**src/core/tscl_consts.svh**
```systemverilog
// Constants of the temperature sensor conversion and limit block.
// Behaviour
// - Power-up default result resolution is 13 bits.
// - Configuration bit 7 selects 16-bit results.
// - Results are two's complement, sign plus magnitude.
// - Critical output asserts above critical limit.
// - Critical limit resets to 147 degrees Celsius.
// - Alert output flags over and under limits.
// - Outputs work as comparator or interrupt.
// - Continuous and one-shot conversions take 240 ms.
// - Only first conversion after reset takes 6 ms. Code also gives 6 ms to the next one if shutdown cuts the first short.
// - Samples-per-second mode converts 60 ms each second.
// - Shutdown mode stops all conversion activity.
`ifndef TSCL_CONSTS_SVH
`define TSCL_CONSTS_SVH

`define TSCL_CLK_HZ           50000000
`define TSCL_CYC_PER_MS       (`TSCL_CLK_HZ / 1000)
`define TSCL_T_CONV_MS        240
`define TSCL_T_FAST_MS        6
`define TSCL_T_SPS_CONV_MS    60
`define TSCL_T_SPS_PERIOD_MS  1000
`define TSCL_CONV_CYC         (`TSCL_CYC_PER_MS * `TSCL_T_CONV_MS)
`define TSCL_FAST_CYC         (`TSCL_CYC_PER_MS * `TSCL_T_FAST_MS)
`define TSCL_SPS_CONV_CYC     (`TSCL_CYC_PER_MS * `TSCL_T_SPS_CONV_MS)
`define TSCL_SPS_PERIOD_CYC   (`TSCL_CYC_PER_MS * `TSCL_T_SPS_PERIOD_MS)
`define TSCL_CNT_W            26

`define TSCL_IDX_STATUS       6'h00
`define TSCL_IDX_CONFIG       6'h01
`define TSCL_IDX_TEMP         6'h02
`define TSCL_IDX_CRIT         6'h03
`define TSCL_IDX_HIGH         6'h04
`define TSCL_IDX_LOW          6'h05
`define TSCL_IDX_MASK         6'h06

`define TSCL_CFG_RES_BIT      7
`define TSCL_CFG_MODE_MSB     6
`define TSCL_CFG_MODE_LSB     5
`define TSCL_CFG_EVMODE_BIT   4
`define TSCL_STS_DONE         0
`define TSCL_STS_CRIT         1
`define TSCL_STS_HIGH         2
`define TSCL_STS_LOW          3
`define TSCL_STS_BUSY         8

`define TSCL_CFG_RST          8'h00
`define TSCL_CRIT_RST         16'h4980
`define TSCL_HIGH_RST         16'h2000
`define TSCL_LOW_RST          16'h0500
`define TSCL_MASK_RST         4'h0
`define TSCL_LINK_BITS        16
`define TSCL_RES13_LSBS       3

`endif

```
**src/core/tscl_pkg.sv**
```systemverilog
// Types shared by the temperature sensor conversion and limit block.
package tscl_pkg;
  typedef enum logic [1:0] {
    TSCL_MODE_CONT               = 2'b00,
    TSCL_MODE_ONESHOT            = 2'b01,
    TSCL_MODE_SAMPLES_PER_SECOND = 2'b10,
    TSCL_MODE_SHUTDOWN           = 2'b11
  } tscl_mode_t;

  typedef enum logic [1:0] {
    TSCL_SEQ_IDLE = 2'b00,
    TSCL_SEQ_CONV = 2'b01,
    TSCL_SEQ_REST = 2'b10
  } tscl_seq_state_t;
endpackage : tscl_pkg

```
**src/core/tscl_top.sv**
```systemverilog
// Top of the temperature sensor conversion and limit block with its APB register file.
//
// Design decision made here: register access over APB.
`timescale 1ns/1ns
`include "tscl_consts.svh"
module tscl_top #(
  parameter int CONV_CYC       = `TSCL_CONV_CYC,
  parameter int FAST_CYC       = `TSCL_FAST_CYC,
  parameter int SPS_CONV_CYC   = `TSCL_SPS_CONV_CYC,
  parameter int SPS_PERIOD_CYC = `TSCL_SPS_PERIOD_CYC
) (
  input  wire logic        CLK,
  input  wire logic        RST_B,
  input  wire logic        PSEL,
  input  wire logic        PENABLE,
  input  wire logic        PWRITE,
  input  wire logic [7:0]  PADDR,
  input  wire logic [31:0] PWDATA,
  output logic [31:0]      PRDATA,
  output logic             PREADY,
  output logic             PSLVERR,
  input  wire logic        SENS_SCLK,
  input  wire logic        SENS_SDATA,
  input  wire logic        SENS_FRAME,
  input  wire logic        CRITICAL_OVERTEMP_OUTPUT_I,
  output logic             CRITICAL_OVERTEMP_OUTPUT_O,
  output logic             CRITICAL_OVERTEMP_OUTPUT_OE,
  input  wire logic        ALERT_I,
  output logic             ALERT_O,
  output logic             ALERT_OE,
  output logic             IRQ
);
  localparam int W = `TSCL_LINK_BITS;

  logic [7:0]   cfg_reg;
  logic [7:0]   cfg_next;
  logic [W-1:0] crit_reg;
  logic [W-1:0] crit_next;
  logic [W-1:0] high_reg;
  logic [W-1:0] high_next;
  logic [W-1:0] low_reg;
  logic [W-1:0] low_next;
  logic [3:0]   mask_reg;
  logic [3:0]   mask_next;
  logic [3:0]   sts_reg;
  logic [3:0]   sts_next;
  logic [W-1:0] raw_reg;
  logic [W-1:0] raw_next;
  logic [W-1:0] temp_reg;
  logic [W-1:0] temp_next;
  logic [2:0]   lvl_reg;
  logic [2:0]   lvl_next;
  logic [31:0]  prdata_reg;
  logic [31:0]  prdata_next;
  logic         pready_reg;
  logic         pready_next;
  logic         pslverr_reg;
  logic         pslverr_next;
  logic         crit_oe_reg;
  logic         crit_oe_next;
  logic         alert_oe_reg;
  logic         alert_oe_next;
  logic         irq_reg;
  logic         irq_next;

  logic                 conv_done;
  logic                 busy;
  logic [W-1:0]         link_word;
  logic                 link_valid;
  logic                 access;
  logic                 wr;
  logic                 mapped;
  logic                 oneshot_go;
  logic                 ev_mode;
  logic [2:0]           lvl_now;
  logic [3:0]           events;
  logic [W-4:0]         raw_hi;
  tscl_pkg::tscl_mode_t mode;

  function automatic logic hit(input logic [7:0] addr, input logic [5:0] idx);
    hit = (addr[7:2] == idx) && (addr[1:0] == 2'h0);
  endfunction : hit

  // Signed compare on the two's-complement result encoding.
  function automatic logic sgt(input logic [W-1:0] a, input logic [W-1:0] b);
    sgt = $signed(a) > $signed(b);
  endfunction : sgt

  assign mode    = tscl_pkg::tscl_mode_t'(cfg_reg[`TSCL_CFG_MODE_MSB:`TSCL_CFG_MODE_LSB]);
  assign ev_mode = cfg_reg[`TSCL_CFG_EVMODE_BIT];
  assign raw_hi  = raw_reg[W-1:`TSCL_RES13_LSBS];
  assign access  = PSEL && PENABLE && pready_reg;
  assign wr      = access && PWRITE;
  assign mapped  = hit(PADDR, `TSCL_IDX_STATUS) || hit(PADDR, `TSCL_IDX_CONFIG) || hit(PADDR, `TSCL_IDX_TEMP)
                   || hit(PADDR, `TSCL_IDX_CRIT) || hit(PADDR, `TSCL_IDX_HIGH) || hit(PADDR, `TSCL_IDX_LOW)
                   || hit(PADDR, `TSCL_IDX_MASK);
  assign oneshot_go = wr && hit(PADDR, `TSCL_IDX_CONFIG)
                      && (PWDATA[`TSCL_CFG_MODE_MSB:`TSCL_CFG_MODE_LSB] == tscl_pkg::TSCL_MODE_ONESHOT);

  tscl_link_rx #(
    .W          (W)
  ) u_link_rx (
    .clk        (CLK),
    .rst_b      (RST_B),
    .sclk_pin   (SENS_SCLK),
    .sdata_pin  (SENS_SDATA),
    .frame_pin  (SENS_FRAME),
    .word       (link_word),
    .word_valid (link_valid)
  );

  tscl_seq #(
    .CONV_CYC       (CONV_CYC),
    .FAST_CYC       (FAST_CYC),
    .SPS_CONV_CYC   (SPS_CONV_CYC),
    .SPS_PERIOD_CYC (SPS_PERIOD_CYC)
  ) u_seq (
    .clk        (CLK),
    .rst_b      (RST_B),
    .mode       (mode),
    .oneshot_go (oneshot_go),
    .conv_done  (conv_done),
    .busy       (busy)
  );

  // Register file. Responses are prepared in the setup cycle so the access phase is one cycle long.
  always_comb begin
    cfg_next     = cfg_reg;
    crit_next    = crit_reg;
    high_next    = high_reg;
    low_next     = low_reg;
    mask_next    = mask_reg;
    pready_next  = PSEL && !PENABLE;
    pslverr_next = PSEL && !PENABLE && !mapped;
    prdata_next  = 32'h0;
    if (PSEL && !PENABLE && !PWRITE) begin
      if (hit(PADDR, `TSCL_IDX_STATUS)) begin
        prdata_next = {23'h0, busy, 4'h0, sts_reg};
      end else if (hit(PADDR, `TSCL_IDX_CONFIG)) begin
        prdata_next = {24'h0, cfg_reg};
      end else if (hit(PADDR, `TSCL_IDX_TEMP)) begin
        prdata_next = {16'h0, temp_reg};
      end else if (hit(PADDR, `TSCL_IDX_CRIT)) begin
        prdata_next = {16'h0, crit_reg};
      end else if (hit(PADDR, `TSCL_IDX_HIGH)) begin
        prdata_next = {16'h0, high_reg};
      end else if (hit(PADDR, `TSCL_IDX_LOW)) begin
        prdata_next = {16'h0, low_reg};
      end else if (hit(PADDR, `TSCL_IDX_MASK)) begin
        prdata_next = {28'h0, mask_reg};
      end
    end
    if (wr) begin
      if (hit(PADDR, `TSCL_IDX_CONFIG)) begin
        cfg_next = PWDATA[7:0];
      end
      if (hit(PADDR, `TSCL_IDX_CRIT)) begin
        crit_next = PWDATA[W-1:0];
      end
      if (hit(PADDR, `TSCL_IDX_HIGH)) begin
        high_next = PWDATA[W-1:0];
      end
      if (hit(PADDR, `TSCL_IDX_LOW)) begin
        low_next = PWDATA[W-1:0];
      end
      if (hit(PADDR, `TSCL_IDX_MASK)) begin
        mask_next = PWDATA[3:0];
      end
    end
  end

  // Result path and limit monitor.
  always_comb begin
    raw_next  = link_valid ? link_word : raw_reg;
    temp_next = temp_reg;
    if (conv_done) begin
      if (cfg_reg[`TSCL_CFG_RES_BIT]) begin
        temp_next = raw_reg;
      end else begin
        temp_next = {raw_hi, `TSCL_RES13_LSBS'(0)};
      end
    end
    lvl_now[0] = sgt(temp_reg, crit_reg);
    lvl_now[1] = sgt(temp_reg, high_reg);
    lvl_now[2] = sgt(low_reg, temp_reg);
    lvl_next   = lvl_now;
    events     = {lvl_now & ~lvl_reg, conv_done};
    // A new event wins over a write-one-to-clear in the same cycle.
    sts_next   = sts_reg;
    if (wr && hit(PADDR, `TSCL_IDX_STATUS)) begin
      sts_next = sts_reg & ~PWDATA[3:0];
    end
    sts_next = sts_next | events;
    if (ev_mode) begin
      crit_oe_next  = sts_reg[`TSCL_STS_CRIT];
      alert_oe_next = sts_reg[`TSCL_STS_HIGH] | sts_reg[`TSCL_STS_LOW];
    end else begin
      crit_oe_next  = lvl_now[0];
      alert_oe_next = lvl_now[1] | lvl_now[2];
    end
    irq_next = |(sts_reg & mask_reg);
  end

  always_ff @(posedge CLK or negedge RST_B) begin
    if (!RST_B) begin
      cfg_reg      <= `TSCL_CFG_RST;
      crit_reg     <= `TSCL_CRIT_RST;
      high_reg     <= `TSCL_HIGH_RST;
      low_reg      <= `TSCL_LOW_RST;
      mask_reg     <= `TSCL_MASK_RST;
      sts_reg      <= 4'h0;
      raw_reg      <= 16'h0;
      temp_reg     <= 16'h0;
      lvl_reg      <= 3'h0;
      prdata_reg   <= 32'h0;
      pready_reg   <= 1'b0;
      pslverr_reg  <= 1'b0;
      crit_oe_reg  <= 1'b0;
      alert_oe_reg <= 1'b0;
      irq_reg      <= 1'b0;
    end else begin
      cfg_reg      <= cfg_next;
      crit_reg     <= crit_next;
      high_reg     <= high_next;
      low_reg      <= low_next;
      mask_reg     <= mask_next;
      sts_reg      <= sts_next;
      raw_reg      <= raw_next;
      temp_reg     <= temp_next;
      lvl_reg      <= lvl_next;
      prdata_reg   <= prdata_next;
      pready_reg   <= pready_next;
      pslverr_reg  <= pslverr_next;
      crit_oe_reg  <= crit_oe_next;
      alert_oe_reg <= alert_oe_next;
      irq_reg      <= irq_next;
    end
  end

  // Open-drain pins only ever pull low, so the data bits are constant zero and the enables are flip-flop outputs.
  assign PRDATA                      = prdata_reg;
  assign PREADY                      = pready_reg;
  assign PSLVERR                     = pslverr_reg;
  assign CRITICAL_OVERTEMP_OUTPUT_O  = 1'b0;
  assign CRITICAL_OVERTEMP_OUTPUT_OE = crit_oe_reg;
  assign ALERT_O                     = 1'b0;
  assign ALERT_OE                    = alert_oe_reg;
  assign IRQ                         = irq_reg;

  chk_res_default: assert property (@(posedge CLK) disable iff (!RST_B)
    $rose(RST_B) |-> (cfg_reg[`TSCL_CFG_RES_BIT] == 1'b0))
    else $error("Resolution is not 13 bits after reset.");

  chk_crit_default: assert property (@(posedge CLK) disable iff (!RST_B)
    $rose(RST_B) |-> (crit_reg == 16'h4980))
    else $error("Critical limit is not 147 degrees after reset.");

  chk_res_trunc: assert property (@(posedge CLK) disable iff (!RST_B)
    (conv_done && !cfg_reg[`TSCL_CFG_RES_BIT])
    |=> (temp_reg[2:0] == 3'h0 && temp_reg[W-1:3] == $past(raw_hi)))
    else $error("13-bit result is not the sign and 12 magnitude bits.");

  chk_res_full: assert property (@(posedge CLK) disable iff (!RST_B)
    (conv_done && cfg_reg[`TSCL_CFG_RES_BIT]) |=> (temp_reg == $past(raw_reg)))
    else $error("16-bit result does not carry the full sample.");

  chk_temp_hold: assert property (@(posedge CLK) disable iff (!RST_B)
    !conv_done |=> $stable(temp_reg))
    else $error("Result changed without a completed conversion.");

  chk_crit_level: assert property (@(posedge CLK) disable iff (!RST_B)
    (!ev_mode && sgt(temp_reg, crit_reg)) |=> CRITICAL_OVERTEMP_OUTPUT_OE)
    else $error("Critical output not asserted above the critical limit.");

  chk_alert_level: assert property (@(posedge CLK) disable iff (!RST_B)
    (!ev_mode && (sgt(temp_reg, high_reg) || sgt(low_reg, temp_reg))) |=> ALERT_OE)
    else $error("Alert output not asserted outside the limits.");

  chk_alert_event: assert property (@(posedge CLK) disable iff (!RST_B)
    (ev_mode && events[`TSCL_STS_HIGH] ##1 ev_mode) |=> ALERT_OE)
    else $error("Alert output did not latch an over-limit event.");
endmodule : tscl_top

```
**src/core/tscl_link_rx.sv**
```systemverilog
// Receiver for the serial sample word from the sensing front end.
`timescale 1ns/1ns
`include "tscl_consts.svh"
module tscl_link_rx #(
  parameter int W = `TSCL_LINK_BITS
) (
  input  wire logic         clk,
  input  wire logic         rst_b,
  input  wire logic         sclk_pin,
  input  wire logic         sdata_pin,
  input  wire logic         frame_pin,
  output logic [W-1:0]      word,
  output logic              word_valid
);
  localparam int CW = $clog2(W + 1);

  logic [2:0]    sync1_reg;
  logic [2:0]    sync2_reg;
  logic          sclk_prev_reg;
  logic          frame_prev_reg;
  logic [W-1:0]  shift_reg;
  logic [W-1:0]  shift_next;
  logic [CW-1:0] cnt_reg;
  logic [CW-1:0] cnt_next;
  logic [W-1:0]  word_reg;
  logic [W-1:0]  word_next;
  logic          valid_reg;
  logic          valid_next;
  logic          sclk_s;
  logic          sdata_s;
  logic          frame_s;

  assign sclk_s  = sync2_reg[2];
  assign sdata_s = sync2_reg[1];
  assign frame_s = sync2_reg[0];

  // A frame that carries fewer than W bits is dropped rather than half used; bits past the W-th are ignored.
  always_comb begin
    shift_next = shift_reg;
    cnt_next   = cnt_reg;
    word_next  = word_reg;
    valid_next = 1'b0;
    if (frame_s && !frame_prev_reg) begin
      cnt_next = '0;
    end else if (frame_s && sclk_s && !sclk_prev_reg && cnt_reg < CW'(W)) begin
      shift_next = {shift_reg[W-2:0], sdata_s};
      cnt_next   = CW'(cnt_reg + 1'b1);
    end
    if (!frame_s && frame_prev_reg && cnt_reg == CW'(W)) begin
      word_next  = shift_reg;
      valid_next = 1'b1;
    end
  end

  always_ff @(posedge clk or negedge rst_b) begin
    if (!rst_b) begin
      sync1_reg      <= 3'h0;
      sync2_reg      <= 3'h0;
      sclk_prev_reg  <= 1'b0;
      frame_prev_reg <= 1'b0;
      shift_reg      <= '0;
      cnt_reg        <= '0;
      word_reg       <= '0;
      valid_reg      <= 1'b0;
    end else begin
      sync1_reg      <= {sclk_pin, sdata_pin, frame_pin};
      sync2_reg      <= sync1_reg;
      sclk_prev_reg  <= sclk_s;
      frame_prev_reg <= frame_s;
      shift_reg      <= shift_next;
      cnt_reg        <= cnt_next;
      word_reg       <= word_next;
      valid_reg      <= valid_next;
    end
  end

  assign word       = word_reg;
  assign word_valid = valid_reg;
endmodule : tscl_link_rx

```
**src/core/tscl_seq.sv**
```systemverilog
// Conversion sequencer: mode handling and conversion timing.
`timescale 1ns/1ns
`include "tscl_consts.svh"
module tscl_seq #(
  parameter int CONV_CYC       = `TSCL_CONV_CYC,
  parameter int FAST_CYC       = `TSCL_FAST_CYC,
  parameter int SPS_CONV_CYC   = `TSCL_SPS_CONV_CYC,
  parameter int SPS_PERIOD_CYC = `TSCL_SPS_PERIOD_CYC
) (
  input  wire logic                clk,
  input  wire logic                rst_b,
  input  tscl_pkg::tscl_mode_t     mode,
  input  wire logic                oneshot_go,
  output logic                     conv_done,
  output logic                     busy
);
  localparam int CNT_W = `TSCL_CNT_W;

  tscl_pkg::tscl_seq_state_t state_reg;
  tscl_pkg::tscl_seq_state_t state_next;
  logic [CNT_W-1:0]          cnt_reg;
  logic [CNT_W-1:0]          cnt_next;
  logic                      first_reg;
  logic                      first_next;
  logic                      done_reg;
  logic                      done_next;

  function automatic logic [CNT_W-1:0] load_for(input tscl_pkg::tscl_mode_t m, input logic first);
    if (first) begin
      load_for = CNT_W'(FAST_CYC - 1);
    end else if (m == tscl_pkg::TSCL_MODE_SAMPLES_PER_SECOND) begin
      load_for = CNT_W'(SPS_CONV_CYC - 1);
    end else begin
      load_for = CNT_W'(CONV_CYC - 1);
    end
  endfunction : load_for

  always_comb begin
    state_next = state_reg;
    cnt_next   = cnt_reg;
    first_next = first_reg;
    done_next  = 1'b0;
    unique case (state_reg)
      tscl_pkg::TSCL_SEQ_IDLE: begin
        if (mode == tscl_pkg::TSCL_MODE_CONT || mode == tscl_pkg::TSCL_MODE_SAMPLES_PER_SECOND || oneshot_go) begin
          state_next = tscl_pkg::TSCL_SEQ_CONV;
          cnt_next   = load_for(mode, first_reg);
        end
      end
      tscl_pkg::TSCL_SEQ_CONV: begin
        if (mode == tscl_pkg::TSCL_MODE_SHUTDOWN) begin
          state_next = tscl_pkg::TSCL_SEQ_IDLE;
        end else if (cnt_reg == '0) begin
          done_next  = 1'b1;
          first_next = 1'b0;
          if (mode == tscl_pkg::TSCL_MODE_CONT) begin
            cnt_next = load_for(mode, 1'b0);
          end else if (mode == tscl_pkg::TSCL_MODE_SAMPLES_PER_SECOND) begin
            state_next = tscl_pkg::TSCL_SEQ_REST;
            cnt_next   = CNT_W'(SPS_PERIOD_CYC - SPS_CONV_CYC - 1);
          end else begin
            state_next = tscl_pkg::TSCL_SEQ_IDLE;
          end
        end else begin
          cnt_next = CNT_W'(cnt_reg - 1'b1);
        end
      end
      tscl_pkg::TSCL_SEQ_REST: begin
        if (mode != tscl_pkg::TSCL_MODE_SAMPLES_PER_SECOND) begin
          state_next = tscl_pkg::TSCL_SEQ_IDLE;
        end else if (cnt_reg == '0) begin
          state_next = tscl_pkg::TSCL_SEQ_CONV;
          cnt_next   = load_for(mode, first_reg);
        end else begin
          cnt_next = CNT_W'(cnt_reg - 1'b1);
        end
      end
      default: begin
        state_next = tscl_pkg::TSCL_SEQ_IDLE;
      end
    endcase
  end

  always_ff @(posedge clk or negedge rst_b) begin
    if (!rst_b) begin
      state_reg <= tscl_pkg::TSCL_SEQ_IDLE;
      cnt_reg   <= '0;
      first_reg <= 1'b1;
      done_reg  <= 1'b0;
    end else begin
      state_reg <= state_next;
      cnt_reg   <= cnt_next;
      first_reg <= first_next;
      done_reg  <= done_next;
    end
  end

  assign conv_done = done_reg;
  assign busy      = (state_reg == tscl_pkg::TSCL_SEQ_CONV);

  chk_first_fast: assert property (@(posedge clk) disable iff (!rst_b)
    (state_reg == tscl_pkg::TSCL_SEQ_IDLE && state_next == tscl_pkg::TSCL_SEQ_CONV && first_reg)
    |=> (cnt_reg == CNT_W'(FAST_CYC - 1)))
    else $error("First conversion is not loaded with the fast time.");

  chk_conv_reload: assert property (@(posedge clk) disable iff (!rst_b)
    (state_reg == tscl_pkg::TSCL_SEQ_CONV && cnt_reg == '0 && mode == tscl_pkg::TSCL_MODE_CONT)
    |=> (state_reg == tscl_pkg::TSCL_SEQ_CONV && cnt_reg == CNT_W'(CONV_CYC - 1) && conv_done))
    else $error("Continuous conversion did not restart with the normal time.");

  chk_sps_rest: assert property (@(posedge clk) disable iff (!rst_b)
    (state_reg == tscl_pkg::TSCL_SEQ_CONV && cnt_reg == '0 && mode == tscl_pkg::TSCL_MODE_SAMPLES_PER_SECOND)
    |=> (state_reg == tscl_pkg::TSCL_SEQ_REST && cnt_reg == CNT_W'(SPS_PERIOD_CYC - SPS_CONV_CYC - 1)))
    else $error("Rest period after a sample is wrong.");

  chk_sps_conv: assert property (@(posedge clk) disable iff (!rst_b)
    (state_reg == tscl_pkg::TSCL_SEQ_REST && cnt_reg == '0 && mode == tscl_pkg::TSCL_MODE_SAMPLES_PER_SECOND
     && !first_reg)
    |=> (state_reg == tscl_pkg::TSCL_SEQ_CONV && cnt_reg == CNT_W'(SPS_CONV_CYC - 1)))
    else $error("Sample conversion is not loaded with its own time.");

  chk_shutdown_quiet: assert property (@(posedge clk) disable iff (!rst_b)
    (mode == tscl_pkg::TSCL_MODE_SHUTDOWN && state_reg != tscl_pkg::TSCL_SEQ_IDLE)
    |=> (!conv_done && state_reg == tscl_pkg::TSCL_SEQ_IDLE))
    else $error("Conversion continued in shutdown.");
endmodule : tscl_seq

```
**config.mk**
```make
export PLATFORM = sky130hd
export DESIGN_NAME = tscl_top
export DESIGN_NICKNAME = d
export VERILOG_FILES = /design/src/core/tscl_pkg.sv /design/src/core/tscl_top.sv /design/src/core/tscl_link_rx.sv /design/src/core/tscl_seq.sv
export VERILOG_INCLUDE_DIRS = /design/src /design/src/core
export SDC_FILE = /design/constraint.sdc
export NUM_CORES = 1
export LEC_CHECK = 0
export BUFFER_PORTS_ARGS = -buffer_cell sky130_fd_sc_hd__buf_2
export CORE_ASPECT_RATIO = 1.5
export CORE_MARGIN = 1
export CORE_UTILIZATION = 65
export DETAILED_ROUTE_END_ITERATION = 6
export PLACE_DENSITY = 0.87
export SYNTH_ARGS = -nofsm -noshare
export SYNTH_HDL_FRONTEND = slang
export SYNTH_HIERARCHICAL = 1
export SYNTH_SLANG_ARGS = --single-unit
```
**constraint.sdc**
```tcl
create_clock -name CLK -period 3.87 [get_ports CLK]
set_input_delay 0 -clock CLK [delete_from_list [all_inputs] [get_ports CLK]]
set_output_delay 0 -clock CLK [all_outputs]
set_load 0.03 [all_outputs]
```
==> results.md <==
| Metric | Reported | Unit |
| --- | --- | --- |
| Standby leakage power | 0.00548 | uW |
| Number of hold-repair buffers added at the cts stage | 25 | - |
| Cts bufs inserted | 17 | - |
| Max FO, Critical Path | 14 | - |
| Delay-heaviest family, CP | simple AND/OR/NAND/NOR gates | - |
| I/O pins | 89 | - |
| Proportion of layout cells with a drive suffix above 1 | 21.2 | % |
| Cells along the critical path | inv_1 > ha_1 > nor4b_2 > nand2_1 > or4_1 > a22oi_2 > nor3_1 > a221o_1 | - |
| Number of antenna violations at the first check in global routing | 0 | - |
| GRT Total Usage | 32.0 | % |
| DRC violation count after routing | 0 | - |
| Vias per std cell | 6.44 | - |
| Number of gates resized after CTS | 0 | - |
| Post-synth EDFFs | 0 | - |
| Num rows | 56 | - |
| Buffering stage count on the worst path with inverters included | 1 | - |
| Data required time at the worst endpoint | 4.21 | ns |
| Run status | finished, final reports clean | - |
| Worst IR Drop VDD | 0.362 | mV |
| Yosys cell types | 82 | - |
| Detailed placer's ending HPWL | 16.8 | mm |
| # clock sinks | 196 | - |
| Sequential Power Share | 46.0 | % |
| Port bufs | 52 | - |
| Number of global-route vias before repair | 8185 | - |
| WL/cell | 19.9 | um |
| WL met2 | 13.1 | mm |
| Root buffer selected by CTS | sky130_fd_sc_hd__clkbuf_16 | - |
| Arrival @ worst endpoint | 3.29 | ns |
| Post-route setup slack | 0.913 | ns |
| Sw Ratio | 30.8 | % |
| Highest metal layer with signal wires | met4 | - |
| Internal power summed over all cells | 3540 | uW |
| Die W | 105 | um |
| Detail Route met3 WL | 1.52 | mm |
| Synth Instances | 982 | - |
| Number of nets in the layout | 1151 | - |
| Total power per unit cell area | 443 | mW/mm2 |
| Wire length of the first global-routing pass | 40.7 | mm |
| Placed cell areas | 0.0107 | mm2 |
| CP Capture Type | flip-flop | - |
| Iteration count of the initial detailed-routing pass | 7 | - |
| Flip-flop count of the largest register, all copies and words added | 26 | - |
| Warnings from Yosys | 6 | - |
| Final Routed Wirelength | 25.1 | mm |
| Initial core utilization | 66.4 | % |
| Max-cap check violation count | 0 | - |
| Total vias in the final route | 8132 | - |
| Mapped cell area | 0.0104 | mm2 |
| Clock tree from TritonCTS | yes | - |
| Setup Buffers After CTS | 0 | - |
| Skew-Pair Late Insertion Delay | 0.45 | ns |
| Category of the critical setup timing path | flip-flop to flip-flop | - |
| Peak per-stage delay on the critical path | 0.74 | ns |
| Antenna violation net count after detailed routing | 0 | - |
| Aggregate global routing overflow | 0 | - |
| Largest clock skew in the final design | 0.0113 | ns |
| Final standard cell count with taps included and fillers excluded | 1262 | - |
| Hold WC Path Type | primary input to flip-flop | - |
| Proportion of power drawn by combinational gates | 18.8 | % |
| Standard cell core area | 0.0156 | mm2 |
| Drt initial violations | 721 | - |
| P_sw | 1580 | uW |
| Final period utilization | 76.4 | % |
| Number of inserted diodes | 0 | - |
| Dominant synthesized flop cell | sky130_fd_sc_hd__dfrtp_1 | - |
| Final critical delay including setup and external delays | 2.96 | ns |
| Share of synthesized area occupied by flip-flops and latches | 47.4 | % |
| Max Transition Viols Final | 0 | - |
| Core Util, Final | 73.9 | % |
| Post-route cell area | 0.0115 | mm2 |
| Minimum setup slack after placement | 0.780 | ns |
| Standard cell with the maximum stage delay on the critical path | sky130_fd_sc_hd__or4_1 | - |
| Final setup violation count | 0 | - |
| Maximum clock frequency | 338 | MHz |
| Bufs on Longest Clock Path | 2 | - |
| Height of the die | 157 | um |
| Total die area | 0.0165 | mm2 |
| Signed area change from the synthesized netlist to the final layout | 11.3 | % |
| Clock network fraction of design power | 35.2 | % |
| Aggregate negative setup slack | 0 | ns |
| Crit path launch type | flip-flop | - |
| Post-synthesis register bit count | 196 | - |
| Unrepaired setup endpoints after global routing | no | - |
| Gpl congestion | 0.960 | - |
| Register clock-pin slew on the reported worst setup and hold paths | 0.07 | ns |
| Hold Fails Final Rpt | 0 | - |
| M1 WL | 8.96 | mm |
| Worst-margin pin slew | 1.01 | ns |
| DP Cell Count | 1205 | - |
| Maximum number of pins on one net before global-route repair | 129 | - |
| Avg Synthesized Cell Area | 10.6 | um2 |
| Worst max-slew margin expressed relative to the limit | 32.4 | % |
| H-tree depth | 4 | - |
| Fraction of synthesis flops using an asynchronous set or reset pin | 100 | % |
## area by class of cell
type                       instances  area, um2
clock buffer                      17        425
clock inverter                    15        170
timing repair buffer              88        614
fill                            1010       4080
multi-input combinational        675       4910
inverter                          68        255
sequential                       196       4910
tap                              203        254
## kinds of logic after synthesis
logic type,Yosys count,share of synthesized area [%]
simple gates,258,13.1
compound gates,241,15.2
flops,196,47.4
buf+inv,128,5.90
mux,102,11.7
fa+ha+maj,56,6.73
other cells,1,0.0362
## cell usage after synthesis (17+ instances only)
master,number,area (um2)
sky130_fd_sc_hd__a21oi_1,46,230
sky130_fd_sc_hd__buf_4,18,135
sky130_fd_sc_hd__clkbuf_1,23,86.3
sky130_fd_sc_hd__dfrtp_1,188,4700
sky130_fd_sc_hd__ha_1,55,688
sky130_fd_sc_hd__inv_1,68,255
sky130_fd_sc_hd__mux2_2,82,923
sky130_fd_sc_hd__mux2_4,17,255
sky130_fd_sc_hd__nand2_1,84,315
sky130_fd_sc_hd__nor2_1,47,176
sky130_fd_sc_hd__nor3_1,20,100
sky130_fd_sc_hd__o21ai_0,81,405
## routing by layer
metal  global-route usage (%)  up-vias
li1                         -     3664
met1                     34.9     3959
met2                     56.9      381
met3                     5.58      128
met4                     21.6        0
met5                        0        -
## metrics by stage
stage	power, uW	hold WS (ns)
5_1_grt	5320	0.142
3_5_place_dp	3310	0.109
6_report	5120	0.120
4_1_cts	5100	0.0826
3_3_place_gp	3270	0.109
2_1_floorplan	3040	-0.296
## power by group through the flow
stage | Clock [uW] | Sequential, uW | Combinational, uW
final | 1800 | 2350 | 963
after global routing | 1890 | 2370 | 1060
after CTS | 1810 | 2350 | 945
after detailed placement | 0 | 2390 | 920
after global placement | 0 | 2380 | 897
after floorplan | 0 | 2340 | 691
## worst reg2reg max path: stages, from the launching register on
cell                      delay, ns
sky130_fd_sc_hd__dfrtp_1       0.40
sky130_fd_sc_hd__inv_1         0.09
sky130_fd_sc_hd__ha_1          0.20
sky130_fd_sc_hd__nor4b_2       0.39
sky130_fd_sc_hd__nand2_1       0.42
sky130_fd_sc_hd__or4_1         0.75
sky130_fd_sc_hd__a22oi_2       0.23
sky130_fd_sc_hd__nor3_1        0.08
sky130_fd_sc_hd__a221o_1       0.29
## path summary, 6_finish.rpt
| kind | start | endpoint | slack [ns] | depth (start not counted) |
|---|---|---|---|---|
| worst min register to register | u_link_rx/sync1_reg[0] | u_link_rx/sync2_reg[0] | 0.35 | 0 |
| max in group asynchronous | RST_B | crit_reg[7] | 2.65 | 3 |
| min in group asynchronous | RST_B | crit_reg[12] | 0.28 | 2 |
| worst max-delay path | u_seq/cnt_reg[0] | u_seq/cnt_reg[12] | 0.91 | 8 |
| worst min-delay path | PADDR[4] | PRDATA[7] | 0.12 | 4 |
| worst max register to register | u_seq/cnt_reg[0] | u_seq/cnt_reg[12] | 0.91 | 8 |
## cell usage in the layout (no fill, tap or decap), types with 15 or more instances in the layout
cell | netlist | final
sky130_fd_sc_hd__clkbuf_16 | 0 | 17
sky130_fd_sc_hd__nand4_1 | 15 | 15
sky130_fd_sc_hd__dlygate4sd3_1 | 0 | 25
sky130_fd_sc_hd__mux2_2 | 82 | 82
sky130_fd_sc_hd__dfrtp_1 | 188 | 188
sky130_fd_sc_hd__nor2_1 | 47 | 47
sky130_fd_sc_hd__nand2_1 | 84 | 84
sky130_fd_sc_hd__a21oi_1 | 46 | 46
sky130_fd_sc_hd__nor3_1 | 20 | 20
sky130_fd_sc_hd__o21ai_0 | 81 | 81
sky130_fd_sc_hd__buf_2 | 13 | 51
sky130_fd_sc_hd__nand3_1 | 15 | 15
sky130_fd_sc_hd__ha_1 | 55 | 55
sky130_fd_sc_hd__conb_1 | 1 | 18
sky130_fd_sc_hd__mux2_4 | 17 | 17
sky130_fd_sc_hd__inv_1 | 68 | 68
sky130_fd_sc_hd__a22oi_1 | 15 | 15
No activity file was read; power rests on OpenSTA's default activity.
